### src/bpr_pkg.sv
// Package with register map, field positions and reset values of the power-down and reset control.
package bpr_pkg;
	localparam logic [7:0] ADDR_AUX_PM = 8'h00;
	localparam logic [7:0] ADDR_CLK_CTRL = 8'h04;
	localparam logic [7:0] ADDR_SUB_EN = 8'h08;
	localparam logic [7:0] ADDR_MISC_CTRL = 8'h0C;
	localparam logic [7:0] ADDR_STATUS = 8'h10;
	localparam logic [7:0] ADDR_AUX_TEST = 8'h14;
	localparam logic [7:0] ADDR_AUX_WAKE = 8'h18;
	localparam logic [7:0] ADDR_GPIO_CTRL = 8'h1C;
	localparam int AUX_FPD_BIT = 0;
	localparam int AUX_PS_LSB = 1;
	localparam int CLK_DLL_BIT = 0;
	localparam int CLK_SWE_BIT = 1;
	localparam int EN_PLAYBACK_RATE_CONVERTER_BIT = 0;
	localparam int EN_CAPTURE_RATE_CONVERTER_BIT = 1;
	localparam int EN_JOY_BIT = 2;
	localparam int EN_LINK_BIT = 3;
	localparam int EN_FM_BIT = 4;
	localparam int EN_HVC_BIT = 5;
	localparam int MISC_MTX_BIT = 0;
	localparam int MISC_MRX_BIT = 1;
	localparam int MISC_EEPD_BIT = 2;
	localparam logic [1:0] PS_RESET = 2'h0;
	localparam logic [7:0] TEST_RESET = 8'h00;
	localparam logic [7:0] WAKE_RESET = 8'h00;
	localparam logic [7:0] GPIO_RESET = 8'h00;
	localparam logic [31:0] READ_ZERO = 32'h0000_0000;
	localparam int BCLK_TIMEOUT = 16;
endpackage : bpr_pkg

### src/bpr_top.sv
// Per-block power-down and reset distribution with its Wishbone register file.
`timescale 1ns/100ps
module bpr_top (
	input wire logic clk_i, // Core clock, 100 MHz.
	input wire logic rst_i, // Host bus reset, synchronous, active high.
	input wire logic core_por_i, // Core power-on reset, active high.
	input wire logic aux_por_i, // Auxiliary supply power-on reset, active high.
	input wire logic wb_cyc_i, // Wishbone cycle.
	input wire logic wb_stb_i, // Wishbone strobe.
	input wire logic wb_we_i, // Wishbone write enable.
	input wire logic [7:0] wb_adr_i, // Wishbone byte address.
	input wire logic [3:0] wb_sel_i, // Wishbone byte selects.
	input wire logic [31:0] wb_dat_i, // Wishbone write data.
	output logic [31:0] wb_dat_o, // Wishbone read data.
	output logic wb_ack_o, // Wishbone acknowledge.
	input wire logic codec_link_bit_clock_i, // Link bit clock pin.
	input wire logic codec_link_data_in_primary_i, // Primary link data pin.
	input wire logic codec_link_data_in_secondary_i, // Secondary link data pin.
	input wire logic midi_serial_in_i, // MIDI input pin.
	output logic codec_link_sync_o, // Link sync pin.
	output logic codec_link_data_out_o, // Link data out pin.
	output logic midi_serial_out_o, // MIDI output pin.
	output logic eeprom_clock_pin_o, // EEPROM clock output.
	output logic eeprom_clock_pin_oe_n_o, // EEPROM clock enable, low drives.
	output logic eeprom_data_pin_o, // EEPROM data output.
	output logic eeprom_data_pin_oe_n_o, // EEPROM data enable, low drives.
	output logic vol_pins_gpio_o, // Volume pins follow GPIO register.
	output logic [7:0] vol_gpio_o, // GPIO register value for volume pins.
	output logic joy_discharge_o, // Joystick discharge gate on.
	output logic joy_analog_on_o, // Joystick comparators and reference on.
	output logic joy_pullup_on_o, // Joystick button pull-ups on.
	output logic dll_clock_en_o, // DLL high-frequency clock enable.
	output logic sound_ctrl_rst_o, // Sound system controller reset.
	output logic playback_rate_converter_rst_o, // Playback rate converter reset.
	output logic capture_rate_converter_rst_o, // Capture rate converter reset.
	output logic joy_rst_o, // Joystick registers reset.
	output logic midi_rst_o, // MIDI state reset.
	output logic midi_clock_en_o, // MIDI clock enable.
	output logic hvol_rst_o, // Hardware volume reset.
	output logic link_rst_o, // Link engine reset.
	output logic dma_rst_o, // DMA and primary-window reset.
	output logic cfg_rst_o, // Config-space registers reset.
	output logic eeprom_rst_o, // EEPROM engine reset.
	output logic eeprom_probe_o, // One-cycle EEPROM probe request.
	output logic fm_rst_o, // FM synthesizer reset.
	output logic fm_clock_en_o, // FM clock enable.
	output logic fm_access_en_o, // FM register accesses accepted.
	output logic joy_write_en_o, // Joystick register writes accepted.
	output logic win_access_en_o // Memory window accesses accepted.
);
	logic full_power_down;
	logic [1:0] power_state_field;
	logic [7:0] aux_test;
	logic [7:0] aux_wake;
	logic dll_power_on;
	logic core_soft_clock_enable;
	logic playback_rate_conv_enable;
	logic capture_rate_conv_enable;
	logic joystick_enable;
	logic codec_link_enable;
	logic fm_synth_enable;
	logic hw_volume_enable;
	logic midi_transmit_enable;
	logic midi_receive_enable;
	logic eeprom_power_down;
	logic [7:0] gpio_control_register;
	logic fpd_prev;
	logic [4:0] bclk_cnt;
	logic bclk_present;
	logic bclk_last;
	logic [3:0] pins_s;
	logic bclk_s;
	logic core_reset;
	logic soft_reset;
	logic sound_down;
	logic link_down;
	logic acc;
	logic wr;
	logic [31:0] next_dat;
	logic [31:0] wmask;
	logic [31:0] wdata;

	bpr_sync #(
		.W(4)
	) u_sync (
		.clk_i(clk_i),
		.d_i({codec_link_bit_clock_i, codec_link_data_in_primary_i,
			codec_link_data_in_secondary_i, midi_serial_in_i}),
		.q_o(pins_s)
	);
	assign bclk_s = pins_s[3];

	// Merges write data under byte selects so only enabled lanes change.
	function automatic logic [31:0] merge(input logic [31:0] old, input logic [31:0] nw,
		input logic [3:0] sel);
		logic [31:0] r;
		r = old;
		for (int i = 0; i < 4; i++) begin
			if (sel[i]) begin
				r[i*8 +: 8] = nw[i*8 +: 8];
			end
		end
		return r;
	endfunction : merge

	assign core_reset = rst_i | core_por_i;
	assign soft_reset = core_reset | full_power_down;
	assign acc = wb_cyc_i & wb_stb_i & ~wb_ack_o & ~core_reset;
	// All fields sit in byte lane 0, so a write without that lane changes nothing.
	assign wr = acc & wb_we_i & wb_sel_i[0];
	assign wmask = {32{1'b0}};
	assign wdata = merge(wmask, wb_dat_i, wb_sel_i);

	// Auxiliary group: each reset source clears only its own share of bits.
	// Full power-down never touches this group; config access stays served.
	always_ff @(posedge clk_i) begin
		if (aux_por_i || rst_i || core_por_i) begin
			full_power_down <= 1'b0;
		end else if (wr && wb_adr_i == bpr_pkg::ADDR_AUX_PM) begin
			full_power_down <= wdata[bpr_pkg::AUX_FPD_BIT];
		end
	end

	// The power-state field survives a bus reset.
	always_ff @(posedge clk_i) begin
		if (aux_por_i || core_por_i) begin
			power_state_field <= bpr_pkg::PS_RESET;
		end else if (wr && wb_adr_i == bpr_pkg::ADDR_AUX_PM) begin
			power_state_field <= wdata[bpr_pkg::AUX_PS_LSB +: 2];
		end
	end

	// Bus reset clears the test register and the full power-down bit, but no other auxiliary bit.
	always_ff @(posedge clk_i) begin
		if (aux_por_i || rst_i) begin
			aux_test <= bpr_pkg::TEST_RESET;
		end else if (wr && wb_adr_i == bpr_pkg::ADDR_AUX_TEST) begin
			aux_test <= wdata[7:0];
		end
	end

	// Only the supply's own power-on reset clears the wake register.
	always_ff @(posedge clk_i) begin
		if (aux_por_i) begin
			aux_wake <= bpr_pkg::WAKE_RESET;
		end else if (wr && wb_adr_i == bpr_pkg::ADDR_AUX_WAKE) begin
			aux_wake <= wdata[7:0];
		end
	end

	// Primary-window control bits, reset by power-down and both core resets.
	always_ff @(posedge clk_i) begin
		if (soft_reset) begin
			dll_power_on <= 1'b0;
			core_soft_clock_enable <= 1'b0;
		end else if (wr && wb_adr_i == bpr_pkg::ADDR_CLK_CTRL) begin
			dll_power_on <= wdata[bpr_pkg::CLK_DLL_BIT];
			core_soft_clock_enable <= wdata[bpr_pkg::CLK_SWE_BIT];
		end
	end

	always_ff @(posedge clk_i) begin
		if (soft_reset) begin
			playback_rate_conv_enable <= 1'b0;
			capture_rate_conv_enable <= 1'b0;
			joystick_enable <= 1'b0;
			codec_link_enable <= 1'b0;
			fm_synth_enable <= 1'b0;
			hw_volume_enable <= 1'b0;
		end else if (wr && wb_adr_i == bpr_pkg::ADDR_SUB_EN) begin
			playback_rate_conv_enable <= wdata[bpr_pkg::EN_PLAYBACK_RATE_CONVERTER_BIT];
			capture_rate_conv_enable <= wdata[bpr_pkg::EN_CAPTURE_RATE_CONVERTER_BIT];
			joystick_enable <= wdata[bpr_pkg::EN_JOY_BIT];
			codec_link_enable <= wdata[bpr_pkg::EN_LINK_BIT];
			fm_synth_enable <= wdata[bpr_pkg::EN_FM_BIT];
			hw_volume_enable <= wdata[bpr_pkg::EN_HVC_BIT];
		end
	end

	always_ff @(posedge clk_i) begin
		if (soft_reset) begin
			midi_transmit_enable <= 1'b0;
			midi_receive_enable <= 1'b0;
			eeprom_power_down <= 1'b0;
		end else if (wr && wb_adr_i == bpr_pkg::ADDR_MISC_CTRL) begin
			midi_transmit_enable <= wdata[bpr_pkg::MISC_MTX_BIT];
			midi_receive_enable <= wdata[bpr_pkg::MISC_MRX_BIT];
			eeprom_power_down <= wdata[bpr_pkg::MISC_EEPD_BIT];
		end
	end

	always_ff @(posedge clk_i) begin
		if (soft_reset) begin
			gpio_control_register <= bpr_pkg::GPIO_RESET;
		end else if (wr && wb_adr_i == bpr_pkg::ADDR_GPIO_CTRL) begin
			gpio_control_register <= wdata[7:0];
		end
	end

	// Bit clock watchdog: the clock counts as lost after a quiet spell of core cycles.
	// A bit clock slower than the timeout is taken for a lost one; the count trades
	// detection speed against the slowest link rate that can still be carried.
	always_ff @(posedge clk_i) begin
		if (core_reset) begin
			bclk_last <= 1'b0;
			bclk_cnt <= 5'h00;
			bclk_present <= 1'b0;
		end else begin
			bclk_last <= bclk_s;
			if (bclk_s != bclk_last) begin
				bclk_cnt <= 5'h00;
				bclk_present <= 1'b1;
			end else if (bclk_cnt == 5'(bpr_pkg::BCLK_TIMEOUT)) begin
				bclk_present <= 1'b0;
			end else begin
				bclk_cnt <= bclk_cnt + 5'h01;
			end
		end
	end

	// EEPROM probe on falling edge of full power-down.
	always_ff @(posedge clk_i) begin
		if (core_reset) begin
			fpd_prev <= 1'b0;
			eeprom_probe_o <= 1'b0;
		end else begin
			fpd_prev <= full_power_down;
			eeprom_probe_o <= fpd_prev & ~full_power_down;
		end
	end

	// A hold is a level over every source, so it rises in the same cycle as the reset or
	// power-down instead of one cycle later when the cleared enable bit shows.
	function automatic logic held(input logic enable, input logic force_down);
		return ~enable | force_down;
	endfunction : held

	// Hold-down levels for every sub-block.
	// Outputs that open a sub-block are the inverse of its hold, except win_access_en_o, which follows full power-down only, and joy_pullup_on_o, tied high.
	assign sound_down = ~dll_power_on | ~core_soft_clock_enable | ~bclk_present;
	assign sound_ctrl_rst_o = sound_down | soft_reset;
	assign dll_clock_en_o = ~sound_ctrl_rst_o;
	assign playback_rate_converter_rst_o = held(playback_rate_conv_enable, soft_reset);
	assign capture_rate_converter_rst_o = held(capture_rate_conv_enable, soft_reset);
	assign joy_rst_o = held(joystick_enable, soft_reset);
	assign joy_write_en_o = ~joy_rst_o;
	assign joy_discharge_o = ~joy_rst_o;
	assign joy_analog_on_o = ~joy_rst_o;
	assign joy_pullup_on_o = 1'b1;
	assign midi_rst_o = held(midi_transmit_enable | midi_receive_enable, soft_reset);
	assign midi_clock_en_o = ~midi_rst_o;
	assign hvol_rst_o = held(hw_volume_enable, soft_reset);
	assign vol_pins_gpio_o = hvol_rst_o;
	assign vol_gpio_o = gpio_control_register;
	// Link stays independent of the sound system so codec accesses still work.
	assign link_down = held(codec_link_enable & bclk_present, soft_reset);
	assign link_rst_o = link_down;
	assign dma_rst_o = soft_reset;
	assign cfg_rst_o = core_reset;
	assign win_access_en_o = ~full_power_down;
	assign eeprom_rst_o = eeprom_power_down | soft_reset;
	assign eeprom_clock_pin_oe_n_o = 1'b1;
	assign eeprom_data_pin_oe_n_o = 1'b1;
	assign fm_rst_o = held(fm_synth_enable & ~sound_down, soft_reset);
	assign fm_clock_en_o = ~fm_rst_o;
	assign fm_access_en_o = ~fm_rst_o;

	// Pin outputs registered; data pins ignored while their block is down.
	always_ff @(posedge clk_i) begin
		if (core_reset) begin
			codec_link_sync_o <= 1'b0;
			codec_link_data_out_o <= 1'b0;
			midi_serial_out_o <= 1'b1;
			eeprom_clock_pin_o <= 1'b0;
			eeprom_data_pin_o <= 1'b0;
		end else begin
			// The link engine itself lives elsewhere; here its pins are only forced.
			codec_link_sync_o <= 1'b0;
			codec_link_data_out_o <= link_down ? 1'b0 :
				(pins_s[2] ^ pins_s[1]);
			midi_serial_out_o <= midi_rst_o ? 1'b1 : pins_s[0];
			eeprom_clock_pin_o <= 1'b0;
			eeprom_data_pin_o <= 1'b0;
		end
	end

	// Read mux: status shows live hold-down levels.
	always_comb begin
		next_dat = bpr_pkg::READ_ZERO;
		unique case (wb_adr_i)
			bpr_pkg::ADDR_AUX_PM: next_dat[2:0] = {power_state_field, full_power_down};
			bpr_pkg::ADDR_CLK_CTRL: next_dat[1:0] = {core_soft_clock_enable, dll_power_on};
			bpr_pkg::ADDR_SUB_EN: next_dat[5:0] = {hw_volume_enable, fm_synth_enable,
				codec_link_enable, joystick_enable, capture_rate_conv_enable,
				playback_rate_conv_enable};
			bpr_pkg::ADDR_MISC_CTRL: next_dat[2:0] = {eeprom_power_down,
				midi_receive_enable, midi_transmit_enable};
			bpr_pkg::ADDR_STATUS: next_dat[8:0] = {bclk_present, fm_rst_o, eeprom_rst_o,
				link_rst_o, hvol_rst_o, midi_rst_o, joy_rst_o, sound_ctrl_rst_o,
				dma_rst_o};
			bpr_pkg::ADDR_AUX_TEST: next_dat[7:0] = aux_test;
			bpr_pkg::ADDR_AUX_WAKE: next_dat[7:0] = aux_wake;
			bpr_pkg::ADDR_GPIO_CTRL: next_dat[7:0] = gpio_control_register;
			default: next_dat = bpr_pkg::READ_ZERO;
		endcase
	end

	// One-wait-state slave; no answer at all while a core reset is active.
	// Ack is registered and drops by itself in the cycle after it was given.
	always_ff @(posedge clk_i) begin
		if (core_reset) begin
			wb_ack_o <= 1'b0;
			wb_dat_o <= bpr_pkg::READ_ZERO;
		end else begin
			wb_ack_o <= acc;
			if (acc && !wb_we_i) begin
				wb_dat_o <= next_dat;
			end
		end
	end
endmodule : bpr_top

### src/bpr_sync.sv
// Two-flop synchroniser for a group of pin inputs.
`timescale 1ns/100ps
module bpr_sync #(
	parameter int W = 1
) (
	input wire logic clk_i, // Core clock.
	input wire logic [W-1:0] d_i, // Asynchronous inputs.
	output logic [W-1:0] q_o // Synchronised outputs.
);
	logic [W-1:0] stage1;
	always_ff @(posedge clk_i) begin
		stage1 <= d_i;
		q_o <= stage1;
	end
endmodule : bpr_sync

### config.mk
export PLATFORM = sky130hd
export DESIGN_NAME = bpr_top
export DESIGN_NICKNAME = d
export VERILOG_FILES = /design/src/bpr_pkg.sv /design/src/bpr_top.sv /design/src/bpr_sync.sv
export SDC_FILE = /design/constraint.sdc
export NUM_CORES = 1
export LEC_CHECK = 0
export BUFFER_PORTS_ARGS = -buffer_cell sky130_fd_sc_hd__clkbuf_2
export CAP_MARGIN = 20
export CELL_PAD_IN_SITES_DETAIL_PLACEMENT = 0
export CELL_PAD_IN_SITES_GLOBAL_PLACEMENT = 1
export CORE_MARGIN = 3
export CORE_UTILIZATION = 36
export DETAILED_ROUTE_END_ITERATION = 10
export GPL_TIMING_DRIVEN = 0
export PLACE_DENSITY_LB_ADDON = 0.1
export SLEW_MARGIN = 20
export SYNTH_ARGS = -nofsm -noshare
export SYNTH_HDL_FRONTEND = slang
export SYNTH_SLANG_ARGS = --single-unit
### constraint.sdc
create_clock -name clk_i -period 2.24 [get_ports clk_i]
set_clock_uncertainty 0.1 [all_clocks]
set_input_delay 0.448 -clock clk_i [delete_from_list [all_inputs] [get_ports clk_i]]
set_output_delay 0.448 -clock clk_i [all_outputs]
set_load 0.1 [all_outputs]
Word level (Yosys, flattened, before mapping)
Index checks and enable logic that the tools add are counted.
Word-level totals
  register bits: 67
  bits in latches: 0
  bits in writable memories: 0
  bits in read-only memories: 0
  output and inout bits: 70
  memories kept: 0
Operators by class
  add/subtract/negate cells: 1
  $mul: 0
  div/mod/pow operators: 0
  $lt $le $gt $ge: 0
  equality and inequality tests: 9
  shifts and indexed selects: 0
  multiplexer cells: 8
  bitwise operators: 41
  reductions and logical operators: 17
Operator list (number)
  == test 8 x 5 -> 1 bit, second input constant: 4
  NOT 1 bit: 18
  == test 8 x 4 -> 1 bit, second input constant: 2
  one-hot mux 2 bit (8 select lines): 1
  one-hot mux 3 bit (5 select lines): 1
  OR 1 bit: 14
  AND 1 bit: 8
  == test 8 x 3 -> 1 bit, second input constant: 1
  logical AND 1 bit: 8
  zero test 8 bit: 1
  two-way mux 8 bit: 1
  one-hot mux 2 bit (4 select lines): 1
  one-hot mux 1 bit (7 select lines): 1
  OR reduction 2 bit: 3
  adder 5 x 1 -> 5 bit, second input constant: 1
  == test 5 bit, second input constant: 1
  logical OR 1 bit: 3
  two-way mux 1 bit: 3
  nonzero test 2 bit: 1
  zero test 1 bit: 1
  inequality test 1 bit: 1
  bitwise XOR 1 bit: 1

Depth between registers and ports, before layout
Gate-level depths: netlist of run 1.
  word-level depth: 8
  depth in mapped cells: 7
  mapped depth without buffers: 6

By module
From an unflattened synthesis of run 1, not the netlist that was laid out.
Unflattened totals
  cell total of the unflattened synthesis: 362
  area, all modules: 3326.9 µm²
By module, submodules not included
  bpr_top: instances 1, cells each 354, area each 3166.8 µm²
  bpr_sync: instances 1, cells each 8, area each 160.2 µm²

Worst setup path before layout of run 1
Ideal clock, no wire load.
  path kind: flip-flop to output port
  start point: register midi_receive_enable
  end point: output port midi_clock_en_o
  arrival time: 3.859 ns
  required time: 1.692 ns
  setup slack: -2.167 ns
  cell stages (with the launch flop): 3
  path buffers: 0
  path through: dfxtp_1 o21ai_0 inv_1
Between the ends
  longest elaborated chain between the ends: 4
Ends and longest elaborated chain
  start: declaration: RTL line bpr_top.sv:64  | logic midi_receive_enable;
  start signal: assignment: RTL line bpr_top.sv:187  | midi_receive_enable <= wdata[bpr_pkg::MISC_MRX_BIT];
  OR 1 bit: RTL line bpr_top.sv:250  | assign midi_rst_o = held(midi_transmit_enable | midi_receive_enable, soft_reset);
  NOT 1 bit: RTL line bpr_top.sv:235  | return ~enable | force_down;
  OR 1 bit: RTL line bpr_top.sv:235
  named net midi_rst_o: RTL line bpr_top.sv:37  | output logic midi_rst_o,
  NOT 1 bit: RTL line bpr_top.sv:251  | assign midi_clock_en_o = ~midi_rst_o;
  end: declaration: RTL line bpr_top.sv:38  | output logic midi_clock_en_o,
The timed path passes the listed nets, and every way through them passes these cells.

Worst setup path after layout of run 1
  start point: register bclk_present
  end point: output port fm_clock_en_o
Between the ends
  longest elaborated chain between the ends: 7
Ends and longest elaborated chain
  start: declaration: RTL line bpr_top.sv:69  | logic bclk_present;
  start signal: assignment: RTL line bpr_top.sv:207  | bclk_present <= 1'b0;
  start signal: assignment: RTL line bpr_top.sv:212  | bclk_present <= 1'b1;
  start signal: assignment: RTL line bpr_top.sv:214  | bclk_present <= 1'b0;
  NOT 1 bit: RTL line bpr_top.sv:240  | assign sound_down = ~dll_power_on | ~core_soft_clock_enable | ~bclk_present;
  OR 1 bit: RTL line bpr_top.sv:240
  NOT 1 bit: RTL line bpr_top.sv:264  | assign fm_rst_o = held(fm_synth_enable & ~sound_down, soft_reset);
  AND 1 bit: RTL line bpr_top.sv:264
  NOT 1 bit: RTL line bpr_top.sv:235
  OR 1 bit: RTL line bpr_top.sv:235
  NOT 1 bit: RTL line bpr_top.sv:265  | assign fm_clock_en_o = ~fm_rst_o;
  end: declaration: RTL line bpr_top.sv:46  | output logic fm_clock_en_o,
Every way passes these cells.

==> results of run 1 <==
-- flip-flops by register name (all words and copies together), names as in the netlist, 2 cells and up --
| register | flops |
|---|---|
| wb_dat_o | 9 |
| aux_test | 8 |
| aux_wake | 8 |
| vol_gpio_o | 8 |
| bclk_cnt | 5 |
| u_sync.q_o | 4 |
| u_sync.stage1 | 4 |
| power_state_field | 2 |
-- Yosys cell counts (10+ instances only) --
cell type,n
o21ai_0,15
inv_1,11
a21oi_1,39
buf_2,10
nand3_1,29
clkbuf_1,16
nor2_1,15
nand4_1,18
nand2_1,20
o21ai_1,31
buf_4,33
dfxtp_1,67
-- cell usage in the layout, fill, tap and decap left out, types with 8 or more instances in the layout --
cell type,n
a21oi_1,39
buf_2,11
buf_4,33
clkbuf_1,15
clkbuf_2,56
clkbuf_8,13
conb_1,29
dfxtp_1,65
inv_1,8
nand2_1,17
nand3_1,27
nand4_1,18
nor2_1,15
o21ai_0,14
o21ai_1,31
-- area by class of cell --
class	count	area share, %
buffer	62	9.76
timing repair buffer	69	9.64
tap	126	3.58
sequential	67	30.6
multi-input combinational	291	41.0
clock buffer	11	3.21
clock inverter	3	0.910
inverter	12	1.28
-- where the power goes --
group	total, mW	leakage (nW)	internal [mW]	switching, mW
clock	0.974	0.0950	0.529	0.445
sequential	1.21	0.544	1.20	0.00580
combinational	0.468	1.06	0.0966	0.371
-- final timing paths --
kind,endpoint,slack [ns],cells past startpoint
hold / removal,u_sync.stage1[1]$_DFF_P_,0.1,1
setup reg to reg,aux_wake[5]$_SDFFE_PP0P_,0.21,5
setup / recovery,fm_clock_en_o,0.07,5
hold reg to reg,u_sync.q_o[0]$_DFF_P_,0.23,0
-- stage by stage --
stage               instance area (sq um)  hold WS, ns  setup TNS (ns)
finish                               4400       0.0960               0
global route                         4400       0.0788               0
detailed placement                   4140        0.215           -5.06
CTS                                  4410       0.0841               0
global placement                     4140        0.210           -5.25
floorplan                            3640        0.210          -0.601
-- routing by layer --
metal	GRT usage [%]	vias up	routed length [microns]
li1	-	1610	-
met1	26.0	1538	4810
met2	32.3	120	4830
met3	4.09	23	613
met4	7.77	0	247
met5	0	-	0
-- logic make-up after synthesis --
kind of cell | Yosys count | synth area share [%]
other | 2 | 0.220
AOI/OAI and AO/OA | 110 | 18.4
DFF | 67 | 39.3
adders and majority gates | 2 | 0.732
xor gates and xnor gates | 6 | 1.54
and+or+nand+nor | 133 | 23.5
muxes | 11 | 3.37
buffers and inverters | 76 | 13.0
-- repair_timing --
item / in CTS / in global routing
buffers inserted: 2 / 0
pin swaps: 1 / 0
hold buffers: 0 / 0
setup endpoints to repair: 18 / 10
gates resized for setup: 19 / 4
==> run summary, run 1 <==
max-slew violations: 0
Slew Limit Headroom: 33.5%
Register Area: 0.00135 sq mm
CP delay by family, top: flip-flops
Worst Path Required: 1.69 ns
die width: 103 microns
crit-path max cell delay: 0.45 ns
Layout Nets: 569
DR WL/cell: 16.4 microns
RSZ-0062 raised after global routing: false
P per Cell Area: 602 mW/mm^2
Crit path buffers/inverters: 3
final setup fails: 0
Final min period: 2.17 ns
CTS Buf Count: 9
TritonCTS clock tree: yes
CP endpoint kind: output pin
CP arrival: 1.62 ns
crit-path cells: and3_4 -> nand3_4 -> clkinvlp_4 -> buf_12 -> clkbuf_8
port bufs: 67
WL final: 10500 microns
Worst-path clk slew: 0.07 ns
vias: 3291
Pleak: 1.70 nW
Placeable Area: 0.00898 sq mm
status: complete, no violations
GR Util All Layers: 19.9%
Yosys warning total: 0
measured slew at the worst slew-check pin: 0.990 ns
HPWL after DPL: 8030 microns
First-pass DRT Iterations: 5
reg-to-reg startpoint: wb_ack_o$_SDFF_PP0_
Design Power: 2.65 mW
Mapped Area: 0.00342 sq mm
root buf cell: clkbuf_8
Antenna Violating Nets Remaining: 0
share of the synthesized area in the top cell type: 39.3%
FF+latch count, synth: 67
initial core utilization: 38.1%
Setup crit start: bclk_present$_SDFFE_PP0P_
initial antenna violation count: 0
DRC: 0
Post-synth ARST share: 0%
first-pass GRT wire length: 16000 microns
ys flop type: dfxtp_1
maxcap violations: 0
grt total ovfl: 0
Setup Crit Path Kind: flip-flop to output pin
Final period util: 96.8%
RD Place Congestion: 0.877
total die area: 0.0107 sq mm
diode count: 0
share of cells above drive strength 1: 30.5%
Synth Area per Inst: 8.40 sq um
CTS H-tree lvls: 3
Fmax: 461 MHz
Final Worst Setup Slack: 0.0727 ns
EDFF count, synth: 0
Peak VDD IR: 484 uV
cell count after synthesis: 407
dominant cells by area after synthesis: dfxtp_1 (39%), buf_4 (7.3%), a21oi_1 (5.7%)
pin count of the biggest net entering global routing: 13
Yosys cell types: 58
slowest cell on the critical path: dfxtp_1
Placed Cells: 627
Core Util, Final: 49.0%
Max clock buf depth: 2
Clock Latency Late Sink: 0.35 ns
pre-CTS setup slack: -0.431 ns
area of the multi-input gates: 0.00180 sq mm
Area Overhead vs Synth: 28.7%
Tightest Hold Check Type: input pin to flip-flop
DRT iter0 DRCs: 203
sequential share of the synthesized area: 39.3%
die height: 103 microns
Yosys top cell by area: dfxtp_1
row cnt: 34
CP Launch Type: flip-flop
number of global-route vias before repair: 3095
DR vias/cell: 5.13
fin cells: 641
Hold Fails Final Rpt: 0
hold path start: codec_link_data_in_secondary_i
worst-path maximum fanout: 4
Sink Count: 67
final-layout fill cell count: 908
num ports: 125
Power figures use the tool's default switching activity.
==> inputs of run 2 (changes only) <==
Settings changed: ABC_AREA set to 1, CORE_UTILIZATION 36 to 34.
==> run summary, run 2 <==
worst-path maximum fanout: 10
CTS Buf Count: 9
first-pass GRT wire length: 15100 microns
RSZ-0062 raised after global routing: false
WL final: 9500 microns
Comb pwr share: 16.3%
crit-path max cell delay: 0.34 ns
DRT iter0 DRCs: 136
Final period util: 97.0%
Largest register FFs: 9
CP Launch Type: flip-flop
Seq pwr share: 45.6%
Max clock buf depth: 2
Pint: 1.83 mW
Antenna Violating Nets Remaining: 0
P per Cell Area: 598 mW/mm^2
Clock Latency Late Sink: 0.34 ns
commonest non-fill, non-tap cell in the layout: nand2_1
Tightest Hold Check Type: input pin to flip-flop
row cnt: 35
num ports: 125
Yosys cell types: 30
Setup Crit Path Kind: flip-flop to output pin
max-slew violations: 0
FF+latch count, synth: 67
Largest Register: wb_dat_o
most frequent cells in the layout: nand2_1 (116), dfxtp_1 (65), nand3_1 (63), clkbuf_2 (54), a21oi_1 (50)
Placeable Area: 0.00937 sq mm
Hold Fails Final Rpt: 0
diode count: 0
most numerous cell in the Yosys netlist: nand2_1
Crit path top cell by count: nand2_8
initial core utilization: 35.4%
CP arrival: 1.63 ns
Pleak: 1.93 nW
Mapped Area: 0.00332 sq mm
Synth Area per Inst: 7.23 sq um
sequential share of the synthesized area: 40.4%
Hold Slack: 0.102 ns
Peak VDD IR: 412 uV
pre-CTS setup slack: -0.306 ns
measured slew at the worst slew-check pin: 0.615 ns
die height: 105 microns
Slew Limit Headroom: 59.0%
EDFF count, synth: 0
crit-path cells: clkinvlp_4 -> nand2_8 -> inv_4 -> buf_8 -> nand2_8 -> buf_12 -> clkbuf_8
TritonCTS clock tree: yes
DR WL/cell: 13.6 microns
Worst Path Required: 1.69 ns
vias: 3162
number of global-route vias before repair: 2998
share of the synthesized area in the top cell type: 40.4%
proportion of power drawn by the clock network: 38.0%
HPWL after DPL: 7280 microns
initial antenna violation count: 0
ys flop type: dfxtp_1
RD Place Congestion: 0.837
GR Util All Layers: 17.3%
Area Overhead vs Synth: 33.3%
P_sw: 0.818 mW
dominant cells by area after synthesis: dfxtp_1 (40%), nand2_1 (14%), nand3_1 (9.7%)
Design Power: 2.65 mW
grt total ovfl: 0
DR vias/cell: 4.52
Register Area: 0.00134 sq mm
CP endpoint kind: output pin
die width: 105 microns
switch share: 30.9%
area of the multi-input gates: 0.00168 sq mm
port bufs: 66
DRC: 0
cell count after synthesis: 459
hold buffer count at CTS: 0
maxcap violations: 0
First-pass DRT Iterations: 6
Fmax: 460 MHz
CTS H-tree lvls: 3
Yosys top cell by area: dfxtp_1
share of cells above drive strength 1: 30.3%
status: complete, no violations
Worst-path clk slew: 0.07 ns
CP delay by family, top: buffers and inverters
Final Worst Setup Slack: 0.0664 ns
Post-synth ARST share: 0%
Sink Count: 67
Yosys warning total: 0
Layout Nets: 623
Final min period: 2.17 ns
final-layout fill cell count: 983
Synth top cells by count: nand2_1 (124), dfxtp_1 (67), nand3_1 (64), a21oi_1 (50), buf_4 (38)
total die area: 0.0110 sq mm
Crit path buffers/inverters: 5
pin count of the biggest net entering global routing: 15
slowest cell on the critical path: dfxtp_2
final setup fails: 0
root buf cell: clkbuf_8
-- run 2: kinds of logic after synthesis --
logic type / after synthesis / share of synthesized area, %
xor+xnor: 4 / 1.06
flops: 67 / 40.4
other cells: 2 / 0.226
fa+ha+maj: 2 / 0.754
simple gates: 236 / 32.5
buf+inv: 86 / 15.5
compound gates: 62 / 9.54
-- run 2: timing repair --
action,4_1_cts,5_1_grt
pin swaps,1,1
endpoints found under the setup margin,18,11
buffers inserted,1,3
resized for setup,29,0
-- run 2: power groups by stage --
stage	combinational, mW	clock [mW]	sequential (mW)
global route	0.454	1.07	1.21
global placement	0.421	0	1.23
floorplan	0.357	0	1.24
CTS	0.431	1.03	1.21
finish	0.432	1.01	1.21
detailed placement	0.422	0	1.24
-- run 2: final timing paths --
kind         slack [ns]                         start                  endpoint  cells past startpoint
max                0.07  full_power_down$_SDFFE_PP0P_           vol_pins_gpio_o                      7
min                0.10  codec_link_data_in_primary_i  u_sync.stage1[2]$_DFF_P_                      1
max reg2reg        0.66           wb_ack_o$_SDFF_PP0_  aux_wake[1]$_SDFFE_PP0P_                      7
min reg2reg        0.23      u_sync.stage1[1]$_DFF_P_     u_sync.q_o[1]$_DFF_P_                      0
-- run 2: routing by layer --
metal  part of all wire [%]  routed length (microns)  track usage (%)  vias to the layer above
met5                      0                        0                0                        -
met4                    1.0                       97             4.69                        0
met3                    4.4                      414             3.46                        9
met2                     50                     4710             29.7                       74
met1                     45                     4270             22.1                     1455
li1                       -                        -                -                     1624
-- run 2: layout make-up --
class                   instances  share of cell area [%]
multi-input cells             333                    38.0
flip-flops and latches         67                    30.4
repair buffers                 70                    10.3
plain buffers                  46                    9.59
inverters                      39                    3.70
well taps                     129                    3.65
clock buffers                  11                    3.20
clock inverters                 5                    1.19
-- run 2: through the flow --
step	cell area [sq um]	TNS [ns]	instances	utilization [%]
floorplan	3600	-5.14	486	-
global placement	4090	-2.33	681	43.6
detailed placement	4090	-2.32	681	43.6
CTS	4400	0	697	47.0
global route	4420	0	700	47.2
finish	4420	0	700	47.2
==> inputs of run 3 (changes only) <==
Settings changed: BUFFER_PORTS_ARGS -buffer_cell sky130_fd_sc_hd__clkbuf_2 to unset, CORE_UTILIZATION 34 to 44, DONT_BUFFER_PORTS set to 1.
==> run summary, run 3 (synthesis gave the netlist of run 2 again) <==
CP endpoint kind: output pin
Final Worst Setup Slack: -1.08 ns
commonest non-fill, non-tap cell in the layout: nand2_1
RSZ-0062 raised after global routing: true
Tightest Hold Check Type: input pin to flip-flop
CP Launch Type: flip-flop
Placeable Area: 0.00729 sq mm
Final min period: 3.32 ns
Largest Register: wb_dat_o
measured slew at the worst slew-check pin: 1.04 ns
first-pass GRT wire length: 14600 microns
r2r worst-path depth: 16
Final period util: 148%
final setup fails: 25
M2 GR Usage: 36.8%
RR Endpoint: wb_dat_o[1]$_SDFFE_PP0P_
DRC: 0
number of global-route vias before repair: 2881
Pleak: 1.68 nW
CTS H-tree lvls: 3
num ports: 125
share of cells above drive strength 1: 25.9%
DR vias/cell: 4.87
die height: 92.8 microns
most frequent cells in the layout: nand2_1 (109), dfxtp_1 (65), nand3_1 (63), a21oi_1 (46), buf_4 (35)
Hold EP: u_sync.stage1[0]$_DFF_P_
Hold Fails Final Rpt: 0
failing checks: negative setup slack
Worst Path Required: 1.69 ns
met1 GRT Util: 27.4%
initial antenna violation count: 0
Setup crit start: full_power_down$_SDFFE_PP0P_
Layout Nets: 567
design area: 0.00426 sq mm
CP arrival: 2.77 ns
GR Util met3: 6.74%
global routing's busiest layer: met2
pin count of the biggest net entering global routing: 11
row cnt: 31
total die area: 0.00862 sq mm
vias: 2988
Largest register FFs: 9
DRT iter0 DRCs: 133
worst-path maximum fanout: 5
Peak VDD IR: 328 uV
DR WL/cell: 15.2 microns
Clock Latency Late Sink: 0.34 ns
hold path start: midi_serial_in_i
DP Area: 0.00372 sq mm
Slew Limit Headroom: 30.8%
final-layout fill cell count: 731
Worst-path clk slew: 0.07 ns
HPWL after DPL: 6640 microns
RD Place Congestion: 0.882
maxcap violations: 0
First-pass DRT Iterations: 4
diode count: 0
Design Power: 2.61 mW
die width: 92.8 microns
R2R Setup Slk: -0.39 ns
WL final: 9310 microns
status: finished, violations left
reg-to-reg startpoint: full_power_down$_SDFFE_PP0P_
P per Cell Area: 612 mW/mm^2
max-slew violations: 0
initial core utilization: 45.5%
CTS Buf Count: 9
Area Overhead vs Synth: 28.4%
Max clock buf depth: 2
GR Util All Layers: 22.3%
port bufs: 0
grt total ovfl: 0
Sink Count: 67
TritonCTS clock tree: yes
hold depth: 0
Fmax: 302 MHz
Setup Crit Path Kind: flip-flop to output pin
Antenna Violating Nets Remaining: 0
root buf cell: clkbuf_8
==> run 3: changes by cell type in the layout (fill, tap and decap cells not counted), moves of 3 or more <==
cell	previous run	this run
a21oi_1	50	46
clkbuf_8	20	10
nand2_1	116	109
clkbuf_4	3	0
o21ai_0	8	2
buf_6	2	6
nand2_8	5	9
o21ai_2	0	4
nand2_2	3	6
clkbuf_2	54	0
buf_12	4	8
a21oi_2	1	5
==> run 3: worst max path at each step <==
stage          slack [ns]  cells past startpoint       endpoint
6_report            -1.08                      6  fm_clock_en_o
5_1_grt             -1.15                      6  fm_clock_en_o
4_1_cts             -1.14                      6  fm_clock_en_o
3_5_place_dp        -0.87                      6  fm_clock_en_o
3_3_place_gp        -0.87                      6  fm_clock_en_o
2_1_floorplan       -0.66                      6  fm_clock_en_o
==> run 3: worst max-delay path, stage by stage, from the launching register on <==
cell	delay [ns]
dfxtp_2	0.33
clkinvlp_4	0.41
nand2_8	0.09
nor2_4	0.64
nand2_8	0.25
clkinvlp_4	0.45
buf_12	0.23
==> run 3: cell type report <==
class	instances	area (sq um)	area share [%]
buffer	47	454	10.7
clock buffer	12	135	3.17
clock inverter	3	40.0	0.940
inverter	39	174	4.08
multi-input combinational	333	1810	42.5
sequential	67	1340	31.5
tap	99	124	2.91
timing repair buffer	13	179	4.20
==> run 3: routing by layer <==
layer,part of all wire (%),up-vias,routed length (microns)
li1,-,1517,-
met1,42,1358,3940
met2,48,94,4440
met3,7.4,19,685
met4,2.7,0,248
met5,0,-,0
==> run 3: report_power, final <==
group | internal (mW) | total (mW) | leakage (nW) | switching, mW
Clock | 0.506 | 0.948 | 0.0902 | 0.442
Sequential | 1.20 | 1.21 | 0.544 | 0.00938
Combinational | 0.103 | 0.447 | 1.05 | 0.344
==> run 3: repair_timing <==
item / in CTS / in global routing
buffers inserted: 8 / 8
cloned: 2 / 0
hold buffers: 0 / 0
endpoints found under the hold margin: 0 / 0
setup endpoints to repair: 24 / 44
gates resized for setup: 34 / 32
pin swaps: 20 / 13
==> run 3: per-stage QoR <==
step / utilization, % / instances / setup TNS, ns / setup slack [ns] / hold slack, ns
final: 58.4 / 613 / -13.59 / -1.08 / 0.0283
after detailed placement: 51.0 / 585 / -6.76 / -0.874 / 0.212
after floorplan: - / 486 / -5.14 / -0.663 / 0.210
after global placement: 51.0 / 585 / -11.83 / -0.871 / 0.211
after CTS: 57.3 / 610 / -12.53 / -1.14 / 0.00992
after global routing: 58.4 / 613 / -15.75 / -1.15 / 0.00613
